--- config.mk ---
export PLATFORM = sky130hd
export DESIGN_NAME = fwsp_host
export DESIGN_NICKNAME = d
export VERILOG_FILES = /design/src/core/fwsp_pkg.sv /design/src/core/fwsp_host.sv
export SDC_FILE = /design/constraint.sdc
export NUM_CORES = 1
export LEC_CHECK = 0
export BUFFER_PORTS_ARGS = -buffer_cell sky130_fd_sc_hd__buf_4
export CAP_MARGIN = 20
export CORE_MARGIN = 1.5
export CORE_UTILIZATION = 54
export CTS_CLUSTER_SIZE = 12
export DETAILED_ROUTE_END_ITERATION = 7
export PLACE_DENSITY = 0.8
export SLEW_MARGIN = 40
export SYNTH_ARGS = -nofsm -noshare
export SYNTH_HDL_FRONTEND = slang
export SYNTH_SLANG_ARGS = --single-unit
--- constraint.sdc ---
create_clock -name clock -period 4.6 [get_ports clock]
set_clock_uncertainty 0.15 [all_clocks]
set_input_delay 0.46 -clock clock [delete_from_list [all_inputs] [get_ports clock]]
set_output_delay 0.46 -clock clock [all_outputs]
set_load 0.005 [all_outputs]
--- src/core/fwsp_pkg.sv ---
// Overview of operation
// - Host reads twice back to back; unchanged toggle bit means finished.
// - Still toggling: check timeout flag; if high recheck; still toggling means failure.
// - Host resuming interrupted polling restarts from the first two reads.
// - With timeout flag set, host must issue reset before further program or erase; the code refuses only CMD_WRITE while lock_r is set, CMD_ERADD still runs.
// - Host reads erase window flag before and after each added sector erase.
// - Write only with chip select low, write strobe low, output enable high.
package fwsp_pkg;
  // Timing, ns and derived cycles
  localparam int CLK_NS   = 8;
  localparam int T_RD_NS  = 90;
  localparam int T_WP_NS  = 35;
  localparam int T_GAP_NS = 20;
  localparam logic [3:0] RD_CYC  = 4'((T_RD_NS + CLK_NS - 1) / CLK_NS);
  localparam logic [3:0] WP_CYC  = 4'((T_WP_NS + CLK_NS - 1) / CLK_NS);
  localparam logic [3:0] GAP_CYC = 4'((T_GAP_NS + CLK_NS - 1) / CLK_NS);
  localparam logic [3:0] CNT_LAST = 4'h1;
  // Widths
  localparam int ADDR_W = 19;
  localparam int DATA_W = 8;
  // Register word indices
  localparam logic [2:0] REG_CTRL   = 3'h0;
  localparam logic [2:0] REG_ADDR   = 3'h1;
  localparam logic [2:0] REG_WDATA  = 3'h2;
  localparam logic [2:0] REG_STATUS = 3'h3;
  localparam logic [2:0] REG_RDATA  = 3'h4;
  // Control fields
  localparam int CTRL_CMD_LSB   = 0;
  localparam int CTRL_CMD_W     = 3;
  localparam int CTRL_ABORT_BIT = 7;
  // Status fields
  localparam int ST_BUSY   = 0;
  localparam int ST_DONE   = 1;
  localparam int ST_FAIL   = 2;
  localparam int ST_REJECT = 3;
  localparam int ST_LOCK   = 4;
  localparam int ST_PROT   = 5;
  localparam int ST_STOG   = 6;
  localparam int ST_ABORT  = 7;
  localparam int ST_W      = 8;
  // Flash status bit positions
  localparam int TOGGLING_STATUS_BIT = 6;
  localparam int SECTOR_TOGGLE_BIT   = 2;
  localparam int TIMEOUT_FLAG        = 5;
  localparam int ERASE_WINDOW_FLAG   = 3;
  localparam int LSB_DATA_BIT        = 0;
  localparam int ADDRESS_BIT_ONE     = 1;
  localparam logic [7:0] RESET_CMD   = 8'hF0;
  localparam logic [1:0] STEP_0 = 2'h0;
  localparam logic [1:0] STEP_1 = 2'h1;
  localparam logic [1:0] STEP_2 = 2'h2;
  localparam logic [1:0] STEP_3 = 2'h3;
  typedef enum logic [2:0] {
    CMD_NONE  = 3'b000,
    CMD_READ  = 3'b001,
    CMD_WRITE = 3'b010,
    CMD_POLL  = 3'b011,
    CMD_ERADD = 3'b100,
    CMD_PROT  = 3'b101
  } fwsp_cmd_e;
  typedef enum logic [2:0] {
    S_IDLE = 3'b000,
    S_RD   = 3'b001,
    S_WR   = 3'b010,
    S_GAP  = 3'b011,
    S_DEC  = 3'b100
  } fwsp_state_e;
endpackage

--- src/core/fwsp_host.sv ---
// Added by the designer: the Avalon-MM interface to the registers and the register addresses.
`timescale 1ns/1ps
`default_nettype none
module fwsp_host #(
  parameter int ADDR_W = fwsp_pkg::ADDR_W,
  parameter int DATA_W = fwsp_pkg::DATA_W
) (
  // Clock and reset
  input  wire logic              clock,
  input  wire logic              rst,
  // Avalon-MM slave
  input  wire logic [2:0]        avs_address,
  input  wire logic              avs_read,
  input  wire logic              avs_write,
  input  wire logic [31:0]       avs_writedata,
  output logic      [31:0]       avs_readdata,
  output logic                   avs_waitrequest,
  // Flash pins
  output logic      [ADDR_W-1:0] flash_addr,
  input  wire logic [DATA_W-1:0] flash_dq_in,
  output logic      [DATA_W-1:0] flash_dq_out,
  output logic                   flash_dq_oe,
  output logic                   flash_ce_n,
  output logic                   flash_oe_n,
  output logic                   flash_we_n
);
  fwsp_pkg::fwsp_state_e state_r;
  fwsp_pkg::fwsp_cmd_e   cmd_r;
  logic [1:0]        step_r;
  logic [3:0]        cnt_r;
  logic [ADDR_W-1:0] addr_r;
  logic [DATA_W-1:0] wdata_r;
  logic [DATA_W-1:0] rdata_r;
  logic [DATA_W-1:0] prev_r;
  logic              busy_r, done_r, fail_r, reject_r, lock_r, prot_r, stog_r, abort_r;
  logic              abort_req_r;
  logic              rvalid_r;
  logic [31:0]       readdata_r;
  logic [ADDR_W-1:0] addr_out_r;
  logic [DATA_W-1:0] dq_out_r;
  logic              dq_oe_r, ce_n_r, oe_n_r, we_n_r;

  // Register decode
  wire        wr_ctrl   = avs_write && (avs_address == fwsp_pkg::REG_CTRL);
  wire        wr_addr   = avs_write && (avs_address == fwsp_pkg::REG_ADDR) && !busy_r;
  wire        wr_wdata  = avs_write && (avs_address == fwsp_pkg::REG_WDATA) && !busy_r;
  wire [2:0]  new_cmd   = avs_writedata[fwsp_pkg::CTRL_CMD_LSB +: fwsp_pkg::CTRL_CMD_W];
  wire        abort_wr  = wr_ctrl && avs_writedata[fwsp_pkg::CTRL_ABORT_BIT];
  wire        start     = wr_ctrl && !busy_r && (new_cmd != fwsp_pkg::CMD_NONE);
  wire        is_write  = (new_cmd == fwsp_pkg::CMD_WRITE);
  wire        is_reset  = (wdata_r == fwsp_pkg::RESET_CMD);
  wire        refused   = start && is_write && lock_r && !is_reset;
  wire        start_wr  = start && is_write && !refused;
  wire        start_rd  = start && !is_write;
  wire [ADDR_W-1:0] bit_one = ADDR_W'(1) << fwsp_pkg::ADDRESS_BIT_ONE;
  wire [ADDR_W-1:0] start_addr =
    (new_cmd == fwsp_pkg::CMD_PROT) ? (addr_r | bit_one) : addr_r;
  wire        tog_same  = rdata_r[fwsp_pkg::TOGGLING_STATUS_BIT] ==
                          prev_r[fwsp_pkg::TOGGLING_STATUS_BIT];
  wire        stog_diff = rdata_r[fwsp_pkg::SECTOR_TOGGLE_BIT] ^
                          prev_r[fwsp_pkg::SECTOR_TOGGLE_BIT];
  wire        cnt_end   = (cnt_r == fwsp_pkg::CNT_LAST);
  wire [fwsp_pkg::ST_W-1:0] status_bits = {abort_r, stog_r, prot_r, lock_r,
                                           reject_r, fail_r, done_r, busy_r};
  wire [31:0] status_word = {24'h00_0000, status_bits};
  wire [31:0] rd_mux =
    (avs_address == fwsp_pkg::REG_CTRL)   ? {29'h0000_0000, cmd_r}               :
    (avs_address == fwsp_pkg::REG_ADDR)   ? {{(32-ADDR_W){1'b0}}, addr_r}         :
    (avs_address == fwsp_pkg::REG_WDATA)  ? {{(32-DATA_W){1'b0}}, wdata_r}        :
    (avs_address == fwsp_pkg::REG_STATUS) ? status_word                           :
    (avs_address == fwsp_pkg::REG_RDATA)  ? {{(32-DATA_W){1'b0}}, rdata_r}        :
                                            32'h0000_0000;

  assign avs_waitrequest = avs_read && !rvalid_r;
  assign avs_readdata    = readdata_r;
  assign flash_addr      = addr_out_r;
  assign flash_dq_out    = dq_out_r;
  assign flash_dq_oe     = dq_oe_r;
  assign flash_ce_n      = ce_n_r;
  assign flash_oe_n      = oe_n_r;
  assign flash_we_n      = we_n_r;

  // Decision after each completed bus cycle
  logic       dec_rd, dec_wr, dec_done, dec_fail, dec_reject, dec_abort, dec_save;
  logic [1:0] step_nxt;
  always_comb begin
    dec_rd     = 1'b0;
    dec_wr     = 1'b0;
    dec_done   = 1'b0;
    dec_fail   = 1'b0;
    dec_reject = 1'b0;
    dec_abort  = 1'b0;
    dec_save   = 1'b0;
    step_nxt   = step_r;
    unique case (cmd_r)
      fwsp_pkg::CMD_POLL: begin
        unique case (step_r)
          fwsp_pkg::STEP_0: begin
            dec_save = 1'b1;
            dec_rd   = 1'b1;
            step_nxt = fwsp_pkg::STEP_1;
          end
          fwsp_pkg::STEP_1: begin
            if (tog_same) begin
              dec_done = 1'b1;
            end else if (rdata_r[fwsp_pkg::TIMEOUT_FLAG]) begin
              dec_rd   = 1'b1;
              step_nxt = fwsp_pkg::STEP_2;
            end else if (abort_req_r) begin
              dec_abort = 1'b1;
              dec_done  = 1'b1;
            end else begin
              dec_save = 1'b1;
              dec_rd   = 1'b1;
            end
          end
          fwsp_pkg::STEP_2: begin
            dec_save = 1'b1;
            dec_rd   = 1'b1;
            step_nxt = fwsp_pkg::STEP_3;
          end
          fwsp_pkg::STEP_3: begin
            dec_done = 1'b1;
            dec_fail = !tog_same;
          end
        endcase
      end
      fwsp_pkg::CMD_ERADD: begin
        if (step_r == fwsp_pkg::STEP_0) begin
          if (rdata_r[fwsp_pkg::ERASE_WINDOW_FLAG]) begin
            dec_reject = 1'b1;
            dec_done   = 1'b1;
          end else begin
            dec_wr   = 1'b1;
            step_nxt = fwsp_pkg::STEP_1;
          end
        end else if (step_r == fwsp_pkg::STEP_1) begin
          dec_rd   = 1'b1;
          step_nxt = fwsp_pkg::STEP_2;
        end else begin
          dec_reject = rdata_r[fwsp_pkg::ERASE_WINDOW_FLAG];
          dec_done   = 1'b1;
        end
      end
      default: dec_done = 1'b1;
    endcase
  end

  wire in_dec = (state_r == fwsp_pkg::S_DEC);
  wire go_rd  = start_rd || (in_dec && dec_rd);
  wire go_wr  = start_wr || (in_dec && dec_wr);

  // Pin sequencing
  always_ff @(posedge clock or posedge rst) begin
    if (rst) begin
      state_r    <= fwsp_pkg::S_IDLE;
      cnt_r      <= 4'h0;
      ce_n_r     <= 1'b1;
      oe_n_r     <= 1'b1;
      we_n_r     <= 1'b1;
      dq_oe_r    <= 1'b0;
      dq_out_r   <= '0;
      addr_out_r <= '0;
      rdata_r    <= '0;
    end else begin
      if (start) begin
        addr_out_r <= start_addr;
      end
      unique case (state_r)
        fwsp_pkg::S_IDLE, fwsp_pkg::S_DEC: begin
          if (go_rd) begin
            state_r <= fwsp_pkg::S_RD;
            cnt_r   <= fwsp_pkg::RD_CYC;
            ce_n_r  <= 1'b0;
            oe_n_r  <= 1'b0;
          end else if (go_wr) begin
            state_r  <= fwsp_pkg::S_WR;
            cnt_r    <= fwsp_pkg::WP_CYC;
            ce_n_r   <= 1'b0;
            we_n_r   <= 1'b0;
            dq_oe_r  <= 1'b1;
            dq_out_r <= wdata_r;
          end else begin
            state_r <= fwsp_pkg::S_IDLE;
          end
        end
        fwsp_pkg::S_RD: begin
          cnt_r <= cnt_r - 4'h1;
          if (cnt_end) begin
            rdata_r <= flash_dq_in;
            ce_n_r  <= 1'b1;
            oe_n_r  <= 1'b1;
            cnt_r   <= fwsp_pkg::GAP_CYC;
            state_r <= fwsp_pkg::S_GAP;
          end
        end
        fwsp_pkg::S_WR: begin
          cnt_r <= cnt_r - 4'h1;
          if (cnt_end) begin
            ce_n_r  <= 1'b1;
            we_n_r  <= 1'b1;
            cnt_r   <= fwsp_pkg::GAP_CYC;
            state_r <= fwsp_pkg::S_GAP;
          end
        end
        fwsp_pkg::S_GAP: begin
          cnt_r <= cnt_r - 4'h1;
          if (cnt_end) begin
            dq_oe_r <= 1'b0;
            state_r <= fwsp_pkg::S_DEC;
          end
        end
        default: state_r <= fwsp_pkg::S_IDLE;
      endcase
    end
  end

  // Command and status
  always_ff @(posedge clock or posedge rst) begin
    if (rst) begin
      cmd_r       <= fwsp_pkg::CMD_NONE;
      step_r      <= fwsp_pkg::STEP_0;
      prev_r      <= '0;
      busy_r      <= 1'b0;
      done_r      <= 1'b0;
      fail_r      <= 1'b0;
      reject_r    <= 1'b0;
      lock_r      <= 1'b0;
      prot_r      <= 1'b0;
      stog_r      <= 1'b0;
      abort_r     <= 1'b0;
      abort_req_r <= 1'b0;
    end else if (start) begin
      cmd_r       <= fwsp_pkg::fwsp_cmd_e'(new_cmd);
      step_r      <= fwsp_pkg::STEP_0;
      busy_r      <= !refused;
      done_r      <= refused;
      fail_r      <= 1'b0;
      reject_r    <= refused;
      abort_r     <= 1'b0;
      abort_req_r <= 1'b0;
      if (start_wr && is_reset) begin
        lock_r <= 1'b0;
      end
    end else begin
      if (abort_wr && busy_r) begin
        abort_req_r <= 1'b1;
      end
      if (in_dec) begin
        step_r <= step_nxt;
        if (dec_save) begin
          prev_r <= rdata_r;
        end
        if (cmd_r == fwsp_pkg::CMD_POLL && step_r != fwsp_pkg::STEP_0) begin
          stog_r <= stog_diff;
        end
        if (dec_done) begin
          busy_r   <= 1'b0;
          done_r   <= 1'b1;
          fail_r   <= dec_fail;
          reject_r <= dec_reject;
          abort_r  <= dec_abort;
          prot_r   <= rdata_r[fwsp_pkg::LSB_DATA_BIT];
          if (dec_fail) begin
            lock_r <= 1'b1;
          end
        end
      end
    end
  end

  // Address and data registers, bus answer
  always_ff @(posedge clock or posedge rst) begin
    if (rst) begin
      addr_r     <= '0;
      wdata_r    <= '0;
      rvalid_r   <= 1'b0;
      readdata_r <= 32'h0000_0000;
    end else begin
      if (wr_addr) begin
        addr_r <= avs_writedata[ADDR_W-1:0];
      end
      if (wr_wdata) begin
        wdata_r <= avs_writedata[DATA_W-1:0];
      end
      rvalid_r <= avs_read && !rvalid_r;
      if (avs_read && !rvalid_r) begin
        readdata_r <= rd_mux;
      end
    end
  end
endmodule // fwsp_host
`default_nettype wire

* Word-level counts from Yosys, hierarchy flattened
Cells that the tools add are included.
Storage, ports and cells: bits in read-only memories 0, bits in writable memories 0, word-level logic and storage cells 208, bits of input ports 47, bits in registers 127, latch bits 0, output and inout bits 64, memories 0
Cells by class: shift operators 0, reduce and logical (&&, ||, !) cells 59, add/sub/neg operators 1, order comparisons 0, $mul 0, mux-type cells 88, equal/unequal tests 32, bitwise operators 3, divide/modulo/power cells 0
Operators by type and width (count):
- 2-to-1 mux 1 bit | 55
- 2-to-1 mux 19 bit | 2
- 2-to-1 mux 8 bit | 3
- 2-to-1 mux 2 bit | 10
- logical AND 1 bit | 19
- == test 3 x 2 -> 1 bit (second input constant) | 6
- one-hot mux 1 bit (2 select lines) | 9
- AND reduction 3 bit | 6
- nonzero test 2 bit | 9
- inequality test 4 bit (second input constant) | 4
- == test 3 bit (second input constant) | 4
- 2-to-1 mux 4 bit | 3
- inequality test 2 bit (second input constant) | 6
- one-hot mux 4 bit (3 select lines) | 1
- AND reduction 4 bit | 3
- one-hot mux 3 bit (3 select lines) | 1
- nonzero test 3 bit | 3
- == test 8 bit (second input constant) | 1
- AND reduction 2 bit | 4
- AND reduction 7 bit | 1
- == test 3 x 1 -> 1 bit (second input constant) | 2
- logical NOT 1 bit | 6
- logical NOT 3 bit | 2
- 2-to-1 mux 3 bit | 2
- other kinds (15) | 21

* Longest topological paths before layout
word-level depth 13, depth in mapped cells 9, mapped depth without buffers 8

* Worst setup path after synthesis
Ideal clock, no wire load.
path type input -> register, from in avs_address[1], to reg dq_out_r[0] (netlist: flash_dq_out[0]), stages 7, setup slack 2.394 ns, setup time 0.125 ns, data required time 4.325 ns, arrival time 1.930 ns, path through buf_2 nor4b_2 and4b_1 a32oi_2 and3b_1 buf_6 mux2_4
On the way: longest elaborated chain between the ends 11, elaborated cells between the ends (all ways) 14, classes of those cells 1 x bitwise; 13 x reduce/logical
Ends and longest elaborated chain:
- from (decl) | line fwsp_host.sv:12 | input wire logic [2:0] avs_address,
- logical NOT 3 bit (*) | line fwsp_host.sv:44 | wire wr_ctrl = avs_write && (avs_address == fwsp_pkg::REG_CTRL);
- logical AND 1 bit (*) | line fwsp_host.sv:44
- logical AND 1 bit (*) (2 in series) | line fwsp_host.sv:49 | wire start = wr_ctrl && !busy_r && (new_cmd != fwsp_pkg::CMD_NONE);
- logical AND 1 bit | line fwsp_host.sv:52, fwsp_host.sv:53
- logical AND 1 bit (2 in series) | line fwsp_host.sv:52 | wire refused = start && is_write && lock_r && !is_reset;
- logical NOT 1 bit | line fwsp_host.sv:53 | wire start_wr = start && is_write && !refused;
- logical AND 1 bit | line fwsp_host.sv:53
- logical OR 1 bit | line fwsp_host.sv:151 | wire go_wr = start_wr || (in_dec && dec_wr);
- AND reduction 3 bit (no source line) (*)
- to (signal assigned) | line fwsp_host.sv:182 | dq_out_r <= wdata_r;
- to (decl) | line fwsp_host.sv:40 | logic [DATA_W-1:0] dq_out_r;
Every way passes the cells marked *; elsewhere a longest branch is shown, timed or not. A chain may end at the register's enable or synchronous reset.

* Worst setup path after layout
from reg step_r[1], to reg dq_out_r[7] (netlist: flash_dq_out[7])
On the way: longest elaborated chain between the ends 8, elaborated cells between the ends (all ways) 16, classes of those cells 2 x eq/ne; 6 x mux; 1 x bitwise; 7 x reduce/logical
Ends and longest elaborated chain:
- from (decl) | line fwsp_host.sv:29 | logic [1:0] step_r;
- from (signal assigned) | line fwsp_host.sv:222 | step_r <= fwsp_pkg::STEP_0;
- from (signal assigned) | line fwsp_host.sv:235 | step_r <= fwsp_pkg::STEP_0;
- from (signal assigned) | line fwsp_host.sv:250 | step_r <= step_nxt;
- == test 2 bit (tied with other cells) | line fwsp_host.sv:97 | unique case (step_r)
- OR reduction 2 bit (no source line) or 2-to-1 mux 1 bit (tied branches)
- one-hot mux 1 bit (2 select lines) or 2-to-1 mux 1 bit (tied branches) | line fwsp_host.sv:97, fwsp_host.sv:129
- one-hot mux 1 bit (2 select lines) | line fwsp_host.sv:95 | unique case (cmd_r)
- logical AND 1 bit | line fwsp_host.sv:150 | wire go_rd = start_rd || (in_dec && dec_rd);
- logical OR 1 bit | line fwsp_host.sv:150
- NOT 1 bit (no source line)
- AND reduction 3 bit (no source line) (*)
Marks and branches as above.

==> impl_metrics.csv <==
group,metric,value,unit
synthesis,yosys.area.top_type,"dfrtp_1",
final_layout,fin_area,0.00598,mm^2
die,dieWidth,100,um
worst_setup_path,setup.worst_path.end_class,"register",
global_route,overflow,0,
global_route,grt_pass1_vias,3724,
die,die_area,0.0100,mm^2
pwr,ir_drop,0.275,mV
drt,antenna_left,0,
drt,routed_wl,11500,um
worst_setup_path,worst-path-buf-inv,1,
synthesis,synth_seq_cells,109,
worst_setup_path,start_kind,"register",
sta,clock.fmax,354,MHz
clock_tree,cts_tree,"done",
sta,hold_ws,-0.000605,ns
worst_setup_path,crit_start,"step_r[1]$_DFFE_PP0P_",
clock_tree,cts_repair_resize_count,0,
global_route,grt_antenna_before_repair,0,
worst_setup_path,cp_slowest_cell,"and3b_1",
pwr,cellPowerDensity,534,mW/mm^2
synthesis,ys_types,68,
global_route,grt_start_max_net_pins,77,
final_layout,register_area,0.00273,mm^2
synthesis,yosysMostFrequentCell,"dfrtp_1",
clock_tree,cts_setup_buffers,0,
worst_setup_path,critical_path_required,4.74,ns
sta,hold_viol_final,1,
synthesis,synth_area_leaders,"dfrtp_1 (52%), mux2_2 (9.1%), nand2_1 (5.7%)",
final_layout,drive_above_1_share,32.0,%
clock_tree,clkLatencyLatePin,0.40,ns
placed_design,dpl.hpwl,8040,um
drt,drc,0,
flow_run,cap_violations,0,
clock_tree,cts_hold_buf,0,
worst_setup_path,r2r_start,"step_r[1]$_DFFE_PP0P_",
sta,slew_headroom,55.6,%
sta,rsz0062_at_grt,"no",
drt,drt_iter0_markers,215,
sta,period_share,61.4,%
final_layout,nFillCells,723,
hold_path,min_path_type,"input port to asynchronous set/reset pin",
synthesis,synth_edf_count,0,
outcome,status,"complete, but fails checks",
die,fp-row-count,35,
clock_tree,clk_pin_slew,0.12,ns
synthesis,yosysWarnings,0,
die,initial_core_util,55.4,%
final_layout,num_antenna_cells,0,
placed_design,io_buffers,84,
synthesis,synth_area,0.00510,mm^2
worst_setup_path,path_cells,"inv_1 > ha_1 > nor2_1 > o311ai_1 > a21boi_1 > and3b_1 > mux2_2",
worst_setup_path,cpPeakStageDelay,0.60,ns
final_layout,multiInputGateArea,0.00220,mm^2
drt,post_drt_via_cell_ratio,5.76,
sta,final.setup.tns,0,ns
die,die_y,100,um
synthesis,synth_common_cells,"dfrtp_1 (106), nand2_1 (77), mux2_2 (41)",
global_route,gr-usage-all-layers,24.1,%
drt,first_pass_iters,4,
worst_setup_path,cp_top_family,"simple AND/OR/NAND/NOR gates",
sta,tightestPinTransition,0.666,ns
die,ios,111,
pwr,total_power,3.19,mW
placed_design,gp_congestion,0.872,
sta,fin_crit,2.82,ns
sta,finalSetupViolCount,0,
worst_setup_path,worst-path-max-fanout,11,
clock_tree,root_buffer,"clkbuf_8",
synthesis,synthFlopType,"dfrtp_1",
worst_setup_path,path_class,"register to register",
drt,post_drt_wl_per_cell,17.8,um
worst_setup_path,cp.arrival,2.96,ns
pwr,leakagePower,2.88,nW
clock_tree,numCtsBuffers,9,
die,coreArea,0.00920,mm^2
final_layout,nNetsFinal,583,
final_layout,syn_to_final_growth,17.3,%
sta,slew_violations,0,
drt,dr_total_vias,3715,
placed_design,dpl-instance-area,0.00576,mm^2
synthesis,synth_top_area_share,52.0,%
synthesis,synthCells,451,
synthesis,postSynthAreaPerCell,11.3,um^2
synthesis,async_reset_ff_share,100,%
synthesis,synth_seq_area_share,53.6,%
clock_tree,htreeDepth,3,
clock_tree,cts_buffer_depth,2,
clock_tree,cts_sinks,109,
outcome,violations,"hold timing",
global_route,grt_pass1_wl,18700,um
==> logic make-up (layout without fill, tap and decap cells) <==
group / count (synthesis) / after routing / synth area share [%]
AOI/OAI and AO/OA: 91 / 91 / 13.2
xor gates and xnor gates: 5 / 5 / 0.859
adders and majority gates: 7 / 7 / 1.72
buffers and inverters: 42 / 113 / 4.39
DFF: 109 / 109 / 53.6
muxes: 54 / 54 / 12.4
other: 1 / 13 / 0.0735
and+or+nand+nor: 142 / 142 / 13.8
==> layout by cell type, fill, tap and decap left out, drive strengths merged, types with 3 or more instances in the layout <==
cell	n
conb	13
buf	87
a31oi	7
a22oi	11
o21ai	19
a22o	15
nand4	3
ha	7
clkbuf	9
inv	14
nand2b	5
nor3b	3
o21a	3
xnor2	3
a21oi	10
nor2	23
nor2b	9
nand2	77
mux2	53
dfrtp	106
nor3	3
o221ai	4
dfstp	3
nand3b	3
==> worst paths after layout <==
| kind | to | slack (ns) | depth (start not counted) |
|---|---|---|---|
| setup reg to reg | flash_dq_out[7]$_DFFE_PP0P_ | 1.78 | 7 |
| hold / removal | flash_addr[2]$_DFFE_PP0N_ | -0.0006 | 2 |
| max in group asynchronous | step_r[0]$_DFFE_PP0P_ | 3.38 | 3 |
| setup / recovery | flash_dq_out[7]$_DFFE_PP0P_ | 1.78 | 7 |
| hold reg to reg | flash_oe_n$_DFFE_PP1P_ | 0.34 | 2 |
| min in group clock | rdata_r[4]$_DFFE_PP0P_ | 0.11 | 2 |
==> metal layers <==
layer | global-route usage (%) | up-vias | part of all wire (%)
met5 | 0 | - | 0
met4 | 7.91 | 0 | 1.3
met3 | 5.57 | 15 | 5.4
met2 | 40.0 | 107 | 50
met1 | 31.3 | 1866 | 43
li1 | - | 1727 | -
==> report_power, final <==
group | leakage (nW) | internal, mW | switching, mW | total (mW)
sequential | 1.39 | 1.29 | 0.311 | 1.60
combinational | 1.39 | 0.534 | 0.454 | 0.988
clock | 0.101 | 0.221 | 0.382 | 0.603
==> metrics by stage <==
stage               setup WS (ns)  cells  util (%)
finish                       1.78    645      65.0
global route                 1.61    645      65.0
CTS                          1.79    645      65.0
detailed placement           1.80    629      62.7
global placement             1.79    629      62.6
floorplan                    1.12    463         -
==> state kept, by name, summed over array words and instances (netlist names), 2 cells and up <==
signal and flops:
step_r 2, addr_r 19, cnt_r 4, wdata_r 8, state_r 3, flash_dq_out 8
rdata_r 8, prev_r 2, flash_addr 19, avs_readdata 19, cmd_r 3
==> area by class of cell <==
cell class | instances | area share (%)
multi-input combinational | 312 | 36.9
clock buffer | 9 | 2.07
sequential | 109 | 45.7
tap | 111 | 2.32
inverter | 10 | 0.712
clock inverter | 7 | 1.42
timing repair buffer | 87 | 10.9
(Power assumes the default switching activity.)
